## config.mk

```make
export PLATFORM = sky130hd
export DESIGN_NAME = sar_conversion_control
export DESIGN_NICKNAME = d
export VERILOG_FILES = /design/src/logic/sar_pkg.sv /design/src/logic/code_fmt_if.sv /design/src/logic/result_coder.sv /design/src/logic/sar_conversion_control.sv
export VERILOG_INCLUDE_DIRS = /design/src /design/src/logic
export SDC_FILE = /design/constraint.sdc
export NUM_CORES = 1
export LEC_CHECK = 0
export BUFFER_PORTS_ARGS = -buffer_cell sky130_fd_sc_hd__buf_2
export CAP_MARGIN = 10
export CELL_PAD_IN_SITES_DETAIL_PLACEMENT = 1
export CELL_PAD_IN_SITES_GLOBAL_PLACEMENT = 1
export CORE_MARGIN = 2
export CORE_UTILIZATION = 37
export DETAILED_ROUTE_END_ITERATION = 16
export PLACE_DENSITY = 0.8
export SLEW_MARGIN = 40
export SYNTH_ARGS = -nofsm -noshare
export SYNTH_HDL_FRONTEND = slang
export SYNTH_SLANG_ARGS = --single-unit
```

## constraint.sdc

```tcl
create_clock -name mclk -period 3.13 [get_ports mclk]
set_input_delay 0.4695 -clock mclk [delete_from_list [all_inputs] [get_ports mclk]]
set_output_delay 0.4695 -clock mclk [all_outputs]
set_load 0.02 [all_outputs]
```

## src/logic/sar_defs.svh

```systemverilog
// constants for the conversion control block: register map, fields,
// reset values and timing counts
// assumes byte addressing on a 32-bit APB bus
`ifndef SAR_DEFS_SVH
`define SAR_DEFS_SVH

`define SAR_CODE_W        16
`define SAR_MSB_IDX       4'hF
`define SAR_MIDSCALE      16'h8000
`define SAR_ACQ_CYCLES    16
`define SAR_APB_AW        8

`define SAR_CTRL_OFS      8'h00
`define SAR_ACQ_OFS       8'h04
`define SAR_STATUS_OFS    8'h08
`define SAR_RESULT_OFS    8'h0C

`define SAR_CTRL_RUN_BIT  0
`define SAR_CTRL_RST      1'b1
`define SAR_ST_BUSY_BIT   0
`define SAR_ST_WAIT_BIT   1
`define SAR_ST_REF_BIT    2
`define SAR_ST_BUF_BIT    3
`define SAR_ST_SLEEP_BIT  4

`endif

```

## src/logic/sar_pkg.sv

```systemverilog
// types shared by the conversion control block and its coder
// assumes sar_defs.svh is on the include path
`include "sar_defs.svh"

package sar_pkg;
  typedef logic [`SAR_CODE_W-1:0] code_t;
  typedef logic [3:0]             bit_idx_t;
  typedef enum logic [1:0] {
    ST_ACQUIRE,
    ST_WAIT_EDGE,
    ST_CONVERT,
    ST_FINISH
  } conv_state_e;
endpackage

```

## src/logic/code_fmt_if.sv

```systemverilog
// carrier between the search engine and the output coder
// assumes both ends sit in the same clock domain
`timescale 1ns/10ps
`default_nettype none

interface code_fmt_if;
  import sar_pkg::*;
  code_t raw;
  logic  binary_sel;
  logic  over_range;
  logic  under_range;
  code_t code;
  modport engine (output raw, binary_sel, over_range, under_range,
                  input code);
  modport coder  (input raw, binary_sel, over_range, under_range,
                  output code);
endinterface

`default_nettype wire

```

## src/logic/result_coder.sv

```systemverilog
// output coder: saturation and binary / two's complement format
// assumes inputs stay stable for the cycle the result is latched
`timescale 1ns/10ps
`default_nettype none

module result_coder (
  code_fmt_if.coder f
);
  import sar_pkg::*;

  code_t sat;

  // clamp first, then the format flip, so both formats share one clamp
  assign sat    = f.over_range  ? {`SAR_CODE_W{1'b1}} :
                  f.under_range ? {`SAR_CODE_W{1'b0}} :
                  f.raw;
  // two's complement is only the top bit inverted
  assign f.code = f.binary_sel ? sat : (sat ^ `SAR_MIDSCALE);
endmodule

`default_nettype wire

```

## src/logic/sar_conversion_control.sv

```systemverilog
// conversion control of a 16-bit successive-approximation converter
// assumes the comparator decision is valid one cycle after dac_code
// changes, and pins are synchronous to mclk
//
// Function
// - convert_start_n high at acquisition end: wait for its falling edge.
// - convert_start_n low at acquisition end: hold and convert at once.
// - binary search over 16 weights, most significant first, halving.
// - form final code, then drop busy to end conversion.
// - coding_select picks straight binary or two's complement.
// - at or above full scale minus one step saturates to maximum code.
// - zero or underrange saturates to minimum code.
// - reference_powerdown high turns on-chip reference off; low keeps it.
// - ref_buffer_powerdown low selects buffer; high switches it off.
// - busy rises at start, stays high until result latched.
// - device_reset high resets and aborts any running conversion; in ST_FINISH the result still latches.
// - device_sleep blocks new conversions after the current one ends.
//
// The APB register port and the register offsets were decided locally.
`timescale 1ns/10ps
`default_nettype none
`include "sar_defs.svh"

module sar_conversion_control #(
  parameter int ACQ_CYCLES = `SAR_ACQ_CYCLES
) (
  // clock and reset
  input  wire logic                   mclk,
  input  wire logic                   rstn,
  // apb slave
  input  wire logic                   psel,
  input  wire logic                   penable,
  input  wire logic                   pwrite,
  input  wire logic [`SAR_APB_AW-1:0] paddr,
  input  wire logic [31:0]            pwdata,
  output logic      [31:0]            prdata,
  output logic                        pready,
  output logic                        pslverr,
  // host pins
  input  wire logic                   convert_start_n,
  input  wire logic                   coding_select,
  input  wire logic                   reference_powerdown,
  input  wire logic                   ref_buffer_powerdown,
  input  wire logic                   device_sleep,
  input  wire logic                   device_reset,
  // analog front end
  input  wire logic                   comp_in,
  input  wire logic                   over_range,
  input  wire logic                   under_range,
  output sar_pkg::code_t              dac_code,
  output logic                        hold,
  output logic                        ref_enable,
  output logic                        buffer_enable,
  // conversion status
  output logic                        busy,
  output sar_pkg::code_t              result
);
  import sar_pkg::*;

  if (ACQ_CYCLES < 1 || ACQ_CYCLES > 65535) begin : g_bad_acq
    $error("ACQ_CYCLES must lie in 1..65535");
  end

  localparam logic [15:0] ACQ_RST = 16'(ACQ_CYCLES);

  function automatic code_t trial_bit(input bit_idx_t i);
    trial_bit = code_t'(1) << i;
  endfunction

  conv_state_e st_q, st_d;
  bit_idx_t    idx_q, idx_d;
  code_t       dac_q, dac_d, raw_q, raw_d, res_q, res_d, kept;
  logic [15:0] acq_cnt_q, acq_cnt_d, acq_len_q;
  logic        busy_q, busy_d, hold_q, hold_d, cs_prev_q;
  logic        run_en_q, ref_on_q, buf_on_q;
  logic        fmt_q, ovr_q, und_q, fmt_d, ovr_d, und_d;
  logic [31:0] rdata_q;
  logic        ready_q, err_q;

  code_fmt_if fmt_bus ();
  assign fmt_bus.raw         = raw_q;
  assign fmt_bus.binary_sel  = fmt_q;
  assign fmt_bus.over_range  = ovr_q;
  assign fmt_bus.under_range = und_q;

  result_coder u_coder (
    .f (fmt_bus)
  );

  // pin decode and search helpers
  wire acq_done  = ({1'b0, acq_cnt_q} + 17'h00001) >= {1'b0, acq_len_q};
  wire can_start = run_en_q & ~device_sleep;
  wire start_fall = cs_prev_q & ~convert_start_n;
  assign kept = comp_in ? dac_q : (dac_q & ~trial_bit(idx_q));

  always_comb begin
    st_d      = st_q;
    idx_d     = idx_q;
    dac_d     = dac_q;
    raw_d     = raw_q;
    res_d     = res_q;
    acq_cnt_d = acq_cnt_q;
    busy_d    = busy_q;
    hold_d    = hold_q;
    fmt_d     = fmt_q;
    ovr_d     = ovr_q;
    und_d     = und_q;
    case (st_q)
      ST_ACQUIRE: begin
        if (!acq_done) begin
          acq_cnt_d = acq_cnt_q + 16'h0001;
        end else if (can_start && !convert_start_n) begin
          st_d   = ST_CONVERT;
          busy_d = 1'b1;
          hold_d = 1'b1;
          idx_d  = `SAR_MSB_IDX;
          dac_d  = trial_bit(`SAR_MSB_IDX);
        end else if (can_start) begin
          st_d = ST_WAIT_EDGE;
        end
      end
      ST_WAIT_EDGE: begin
        // sleep or disable while waiting drops back to acquisition
        if (!can_start) begin
          st_d = ST_ACQUIRE;
        end else if (start_fall) begin
          st_d   = ST_CONVERT;
          busy_d = 1'b1;
          hold_d = 1'b1;
          idx_d  = `SAR_MSB_IDX;
          dac_d  = trial_bit(`SAR_MSB_IDX);
        end
      end
      ST_CONVERT: begin
        if (idx_q == 4'h0) begin
          raw_d = kept;
          // format and range captured once; host keeps pins steady
          fmt_d = coding_select;
          ovr_d = over_range;
          und_d = under_range;
          st_d  = ST_FINISH;
        end else begin
          idx_d = idx_q - 4'h1;
          dac_d = kept | trial_bit(idx_q - 4'h1);
        end
      end
      ST_FINISH: begin
        res_d     = fmt_bus.code;
        busy_d    = 1'b0;
        hold_d    = 1'b0;
        acq_cnt_d = 16'h0000;
        st_d      = ST_ACQUIRE;
      end
      default: begin
        st_d = ST_ACQUIRE;
      end
    endcase
    if (device_reset) begin
      st_d      = ST_ACQUIRE;
      busy_d    = 1'b0;
      hold_d    = 1'b0;
      acq_cnt_d = 16'h0000;
      dac_d     = '0;
    end
  end

  always_ff @(posedge mclk) begin
    if (!rstn) begin
      st_q      <= ST_ACQUIRE;
      idx_q     <= 4'h0;
      dac_q     <= '0;
      raw_q     <= '0;
      res_q     <= '0;
      acq_cnt_q <= 16'h0000;
      busy_q    <= 1'b0;
      hold_q    <= 1'b0;
      fmt_q     <= 1'b1;
      ovr_q     <= 1'b0;
      und_q     <= 1'b0;
      cs_prev_q <= 1'b1;
    end else begin
      st_q      <= st_d;
      idx_q     <= idx_d;
      dac_q     <= dac_d;
      raw_q     <= raw_d;
      res_q     <= res_d;
      acq_cnt_q <= acq_cnt_d;
      busy_q    <= busy_d;
      hold_q    <= hold_d;
      fmt_q     <= fmt_d;
      ovr_q     <= ovr_d;
      und_q     <= und_d;
      cs_prev_q <= convert_start_n;
    end
  end

  // static reference pins, registered so outputs come from flops
  always_ff @(posedge mclk) begin
    if (!rstn) begin
      ref_on_q <= 1'b0;
      buf_on_q <= 1'b0;
    end else begin
      ref_on_q <= ~reference_powerdown;
      buf_on_q <= ~ref_buffer_powerdown;
    end
  end

  // apb decode: answer in the first access cycle, no wait states
  wire setup    = psel & ~penable;
  wire wr_acc   = psel & penable & pwrite & ready_q;
  wire hit_ctrl = paddr == `SAR_CTRL_OFS;
  wire hit_acq  = paddr == `SAR_ACQ_OFS;
  wire hit_stat = paddr == `SAR_STATUS_OFS;
  wire hit_res  = paddr == `SAR_RESULT_OFS;
  wire hit_any  = hit_ctrl | hit_acq | hit_stat | hit_res;

  logic [31:0] rd_mux;
  always_comb begin
    rd_mux = 32'h0000_0000;
    if (hit_ctrl) rd_mux[`SAR_CTRL_RUN_BIT] = run_en_q;
    if (hit_acq)  rd_mux[15:0] = acq_len_q;
    if (hit_stat) begin
      rd_mux[`SAR_ST_BUSY_BIT]  = busy_q;
      rd_mux[`SAR_ST_WAIT_BIT]  = st_q == ST_WAIT_EDGE;
      rd_mux[`SAR_ST_REF_BIT]   = ref_on_q;
      rd_mux[`SAR_ST_BUF_BIT]   = buf_on_q;
      rd_mux[`SAR_ST_SLEEP_BIT] = device_sleep;
    end
    if (hit_res)  rd_mux[15:0] = res_q;
  end

  always_ff @(posedge mclk) begin
    if (!rstn) begin
      ready_q   <= 1'b0;
      err_q     <= 1'b0;
      rdata_q   <= 32'h0000_0000;
      run_en_q  <= `SAR_CTRL_RST;
      acq_len_q <= ACQ_RST;
    end else begin
      ready_q <= setup;
      err_q   <= setup & ~hit_any;
      rdata_q <= setup ? rd_mux : 32'h0000_0000;
      if (wr_acc && hit_ctrl) run_en_q  <= pwdata[`SAR_CTRL_RUN_BIT];
      // zero is stored as written; acq_done then ends acquisition after one cycle, as for one
      if (wr_acc && hit_acq)  acq_len_q <= pwdata[15:0];
    end
  end

  assign prdata        = rdata_q;
  assign pready        = ready_q;
  assign pslverr       = err_q;
  assign dac_code      = dac_q;
  assign hold          = hold_q;
  assign ref_enable    = ref_on_q;
  assign buffer_enable = buf_on_q;
  assign busy          = busy_q;
  assign result        = res_q;
endmodule

`default_nettype wire

```

# == Yosys cells after proc, flatten, opt, wreduce, memory -nomap -nowiden ==
# Cells that the tools add are included.
# word_totals
regBits,128
latch_bits,0
mem_bits_rw,0
mem_bits_ro,0
in_bits,54
memories,0
# classes
n_addsub,3
n_mul,0
div_mod_pow,0
n_lt_le_gt_ge,1
n_eq_ne,15
n_shift,2
mux,34
n_bitwise,21
reduce_logical,17
# ops
op,count
16-bit 2-to-1 mux,12
16-bit case mux with 3 select lines,1
16-bit case mux with 2 select lines,1
1-bit by 4-bit << shifter with 16-bit output (first input constant),2
4-bit 2-to-1 mux,5
16-bit by 1-bit adder with 17-bit output (second input constant),1
17-bit by 16-bit greater-or-equal comparator with 1-bit output,1
16-bit by 1-bit adder with 16-bit output (second input constant),1
16-bit AND,1
8-bit by 4-bit == test with 1-bit output (second input constant),2
16-bit inverter,1
16-bit bitwise OR,1
2-bit inequality test (second input constant),7
2-bit 2-to-1 mux,6
4-bit case mux with 3 select lines,1
8-bit by 3-bit == test with 1-bit output (second input constant),1
8-bit zero test,1
1-bit inverter,8
2-bit case mux with 4 select lines,1
1-bit AND,7
3-bit inequality test (second input constant),2
2-bit AND reduction,3
6-bit AND reduction,1
3-bit nonzero test,2
15 further kinds,24

# == Longest topological paths before layout ==
# depth
word_depth,7
ltp_mapped,15
depth_no_buf,12

# == Cells and area by module ==
# A second synthesis with hierarchy kept.
# unflattened
hier_cells,699
area_unflattened_um2,5672.9
# modules_own_cells
mod,instances,cells_each,area_per_inst_um2
sar_conversion_control,1,678,5502.8
result_coder,1,21,170.2

# == Least setup slack after synthesis ==
# OpenSTA, ideal clock, no wires.
# synth_timing
path_type,flip-flop to flip-flop
startpoint,register acq_cnt_q[0]
endpoint,register acq_cnt_q[2]
setup_time_ps,132
t_arrival_ps,3170
required_time_ps,2998
setup_slack_ps,-171
path_stages_with_launch,15
synth_period_minus_slack_ps,3301
path_cell_list,dfxtp_1 ha_1 inv_1 or3_1 clkbuf_1 or3_1 nand2b_1 ha_1 and4_1 a311o_1 o21a_1 buf_2 clkbuf_1 o311ai_0 a21oi_1
# synth_between
elab_chain_len,4
word_cells_on_any_way,7
classes_between,2 x add/sub; 1 x order compare; 1 x eq/ne; 2 x mux; 1 x reduce/logical
# synth_rtl
element,line_no,source
start: declaration,sar_conversion_control.sv:73,"logic [15:0] acq_cnt_q, acq_cnt_d, acq_len_q;"
start signal: assignment,sar_conversion_control.sv:187,acq_cnt_q <= acq_cnt_d;
16-bit by 1-bit adder with 17-bit output,sar_conversion_control.sv:91,"wire acq_done = ({1'b0, acq_cnt_q} + 17'h00001) >= {1'b0, acq_len_q};"
17-bit by 16-bit greater-or-equal comparator with 1-bit output,sar_conversion_control.sv:91,
2-bit inequality test (no line),--,
2-bit AND reduction (no line),--,
# Parallel ways exist; a longest one is shown, timed or not. The select of a mux whose other input is x is not followed.
# A chain may end at the register's enable or synchronous reset.

# == Final worst setup path ==
# layout_timing
startpoint,register acq_cnt_q[4]
endpoint,register acq_cnt_q[14]
# Same word-level chain as after synthesis.

==> results.tsv <==
metric	value	unit
outcome	finished with violations	
failing checks	setup timing	
Final #Nets	885	
Synth area leader	dfxtp_1	
die area	0.0166	sq mm
distinct cell type count after synthesis	61	
total wire length	21.1	mm
crit path from	acq_cnt_q[4]$_SDFFE_PP0P_	
row cnt	45	
Clk Latency, worst-skew pair	370	ps
final hold violation count	0	
Core ar.	0.0152	sq mm
max frequency	0.293	GHz
routability congestion estimate	0.866	
share of the synthesized area in the top cell type	39.0	%
post-place setup slack	-317	ps
Worst path most repeated cell	nand3_4	
Hold Path Class	in2reg	
Top FF cell, synth	dfxtp_1	
RSZ-0062 raised after global routing	true	
CTS tree	built	
power per cell area	383	mW/mm^2
die width	129	um
Root Buffer	clkbuf_16	
clk sinks	112	
fin crit period	3410	ps
Mapped Area	0.00575	sq mm
# IOs	124	
max cap viols	0	
drt first pass iters	5	
Slowest-stage cell, CP	or4_4	
first-pass GRT wire length	31.4	mm
Register-to-Register Path Depth	14	
vias in the first global route	6014	
most common cell in the synthesized netlist	dfxtp_1	
GRT overflow	0	
Post-synth top cells	112 x dfxtp_1, 81 x nand2_1, 56 x a21oi_1	
Routed Antenna Nets	0	
Max clock buf depth	2	
synth top area cells	dfxtp_1 39%, nand2_1 5.3%, a21oi_1 4.9%	
VDD IR-drop max	0.000268	V
Post-Route Setup TNS	-7360	ps
CP Data Required Time	3430	ps
DR vias	5734	
layout cell share with drive strength beyond 1	29.4	%
final worst-path setup slack	-285	ps
Tot GR Track Use	24.1	%
ys async rst share	0	%
Critical Path Max Stage Delay	440	ps
Pleak	3.15	nW
kind of critical path	reg2reg	
worst r2r src	acq_cnt_q[4]$_SDFFE_PP0P_	
Starting Density	37.9	%
HP Start	ref_buffer_powerdown	
flops & latches, synth	112	
Final HPWL DP	13.5	mm
final total power	2.84	mW
CP max FO	10	
Layout area overhead	28.8	%
CP Launch Type	flip-flop	
warnings from Yosys	0	
Avg WL per Cell	21.1	um
post-route clock period utilization	109	%
Slew Limit Fails	0	
CTS Buf Count	9	
Post-Syn Area per Cell	8.45	sq um
Layout Skew	12.7	ps
cell family with most CP delay	simple AND/OR/NAND/NOR gates	
CP Cell Sequence	nand3_4 -> buf_6 -> nor4_4 -> buf_4 -> nand3_4 -> xnor2_4 -> ha_4 -> nand4_1 -> o21bai_1 -> a311o_1 -> o21a_4 -> buf_8 -> or4_4 -> a21oi_4	
# H-tree levels	3	
Syn Inst Count	681	
ant diodes	0	
Worst-Margin Slew	997	ps
DRC viols	0	
Worst Hold Depth	2	
DRT iter0 DRCs	392	
CP endpoint kind	flip-flop	
number of synthesized flops with an enable pin	0	
via density per instance	5.72	
pin count of the biggest net entering global routing	58	
crit path buf inv count	3	
Slew headroom	33.3	%
Clock Pin Slew Worst Setup and Hold Paths	80	ps
Crit path depth	14	
Die H	129	um
Finish-stage setup viols	39	
sequential fraction of the synthesis area	39.0	%
Critical Path AT	3710	ps
initial antenna violation count	0	
Port Buffer Count	91	
cell usage in the layout (no fill, tap or decap), types with 4 or more instances in the layout:
cell	synthesis	layout
or3_1	6	4
nor4_1	10	8
buf_6	1	13
xnor2_1	14	10
o211a_1	7	7
nand2b_1	4	4
nand2_1	81	79
dfxtp_2	0	7
a21oi_1	56	47
a21o_1	4	4
a22oi_1	11	11
conb_1	1	16
mux2i_1	28	28
nor2b_1	21	21
o21ai_0	19	19
inv_1	26	25
ha_1	22	20
a21oi_2	0	7
a21boi_0	25	25
nor3_1	14	14
nor2_1	40	39
dfxtp_1	112	104
a22o_1	8	8
nand3_1	33	30
o211ai_1	6	6
buf_2	9	91
buf_4	20	60
a221o_1	10	10
a32oi_1	4	4
clkbuf_16	0	9
layer usage:
| layer | part of all wire [%] | track usage (%) | vias to the layer above |
|---|---|---|---|
| li1 | - | - | 2633 |
| met1 | 41 | 28.6 | 2824 |
| met2 | 49 | 42.2 | 221 |
| met3 | 5.6 | 4.57 | 56 |
| met4 | 4.3 | 10.9 | 0 |
| met5 | 0 | 0 | - |
stage by stage:
step	hold slack, ps	utilization [%]	area (sq um)	std cells
3_5_place_dp	461	43.1	6550	959
3_3_place_gp	452	43.1	6550	959
4_1_cts	243	47.0	7140	989
6_report	252	48.7	7410	1002
2_1_floorplan	441	-	5830	696
5_1_grt	260	48.7	7410	1002
power breakdown:
group          internal (mW)  switching [mW]  total, mW  leakage, nW
clock network          0.708           0.567       1.27        0.153
logic                 0.0459          0.0906      0.136         2.09
registers               1.43         0.00368       1.43        0.907
total                   2.18           0.661       2.84         3.15
state kept, by name, summed over array words and instances (netlist names), 2 cells and up:
name / flops
st_q: 2
dac_code: 16
fmt_bus.raw: 16
result: 16
acq_cnt_q: 16
acq_len_q: 16
prdata: 16
idx_q: 4
worst reg2reg max path, stage by stage, from the launching register on:
cell and delay, ps:
dfxtp_2 370, nand3_4 120, buf_6 160, nor4_4 290, buf_4 200, nand3_4 110
xnor2_4 260, ha_4 240, nand4_1 130, o21bai_1 100, a311o_1 360, o21a_4 260
buf_8 150, or4_4 440, a21oi_4 180
final timing paths:
| kind | slack, ps | endpoint |
|---|---|---|
| setup reg to reg | -280 | acq_cnt_q[14]$_SDFFE_PP0P_ |
| hold / removal | 250 | buffer_enable$_SDFF_PN0_ |
| hold reg to reg | 470 | fmt_bus.raw[2]$_SDFFE_PN0P_ |
| setup / recovery | -280 | acq_cnt_q[14]$_SDFFE_PP0P_ |
what timing repair did:
item                                    CTS  global route
gates cloned                              2             1
resized for setup                        49            32
hold endpoints to repair                  0             0
endpoints found under the setup margin   39            39
hold buffers                              0             0
buffers inserted                         12            14
pin swaps                                18            16
final cells by class:
type	instances	area [sq um]
clock buffer	10	229
timing repair buffer	166	1090
clock inverter	6	90.1
multi-input combinational	494	3420
fill	1789	7790
inverter	26	97.6
sequential	112	2250
tap	188	235
kinds of logic after synthesis:
group	Yosys count	share of synthesized area (%)
adders and majority gates	22	4.78
AOI/OAI and AO/OA	172	20.5
other	1	0.0652
and+or+nand+nor	239	20.7
buffers and inverters	90	7.50
muxes	29	5.07
DFF	112	39.0
xor gates and xnor gates	16	2.44
No activity file was read; power rests on OpenSTA's default activity.
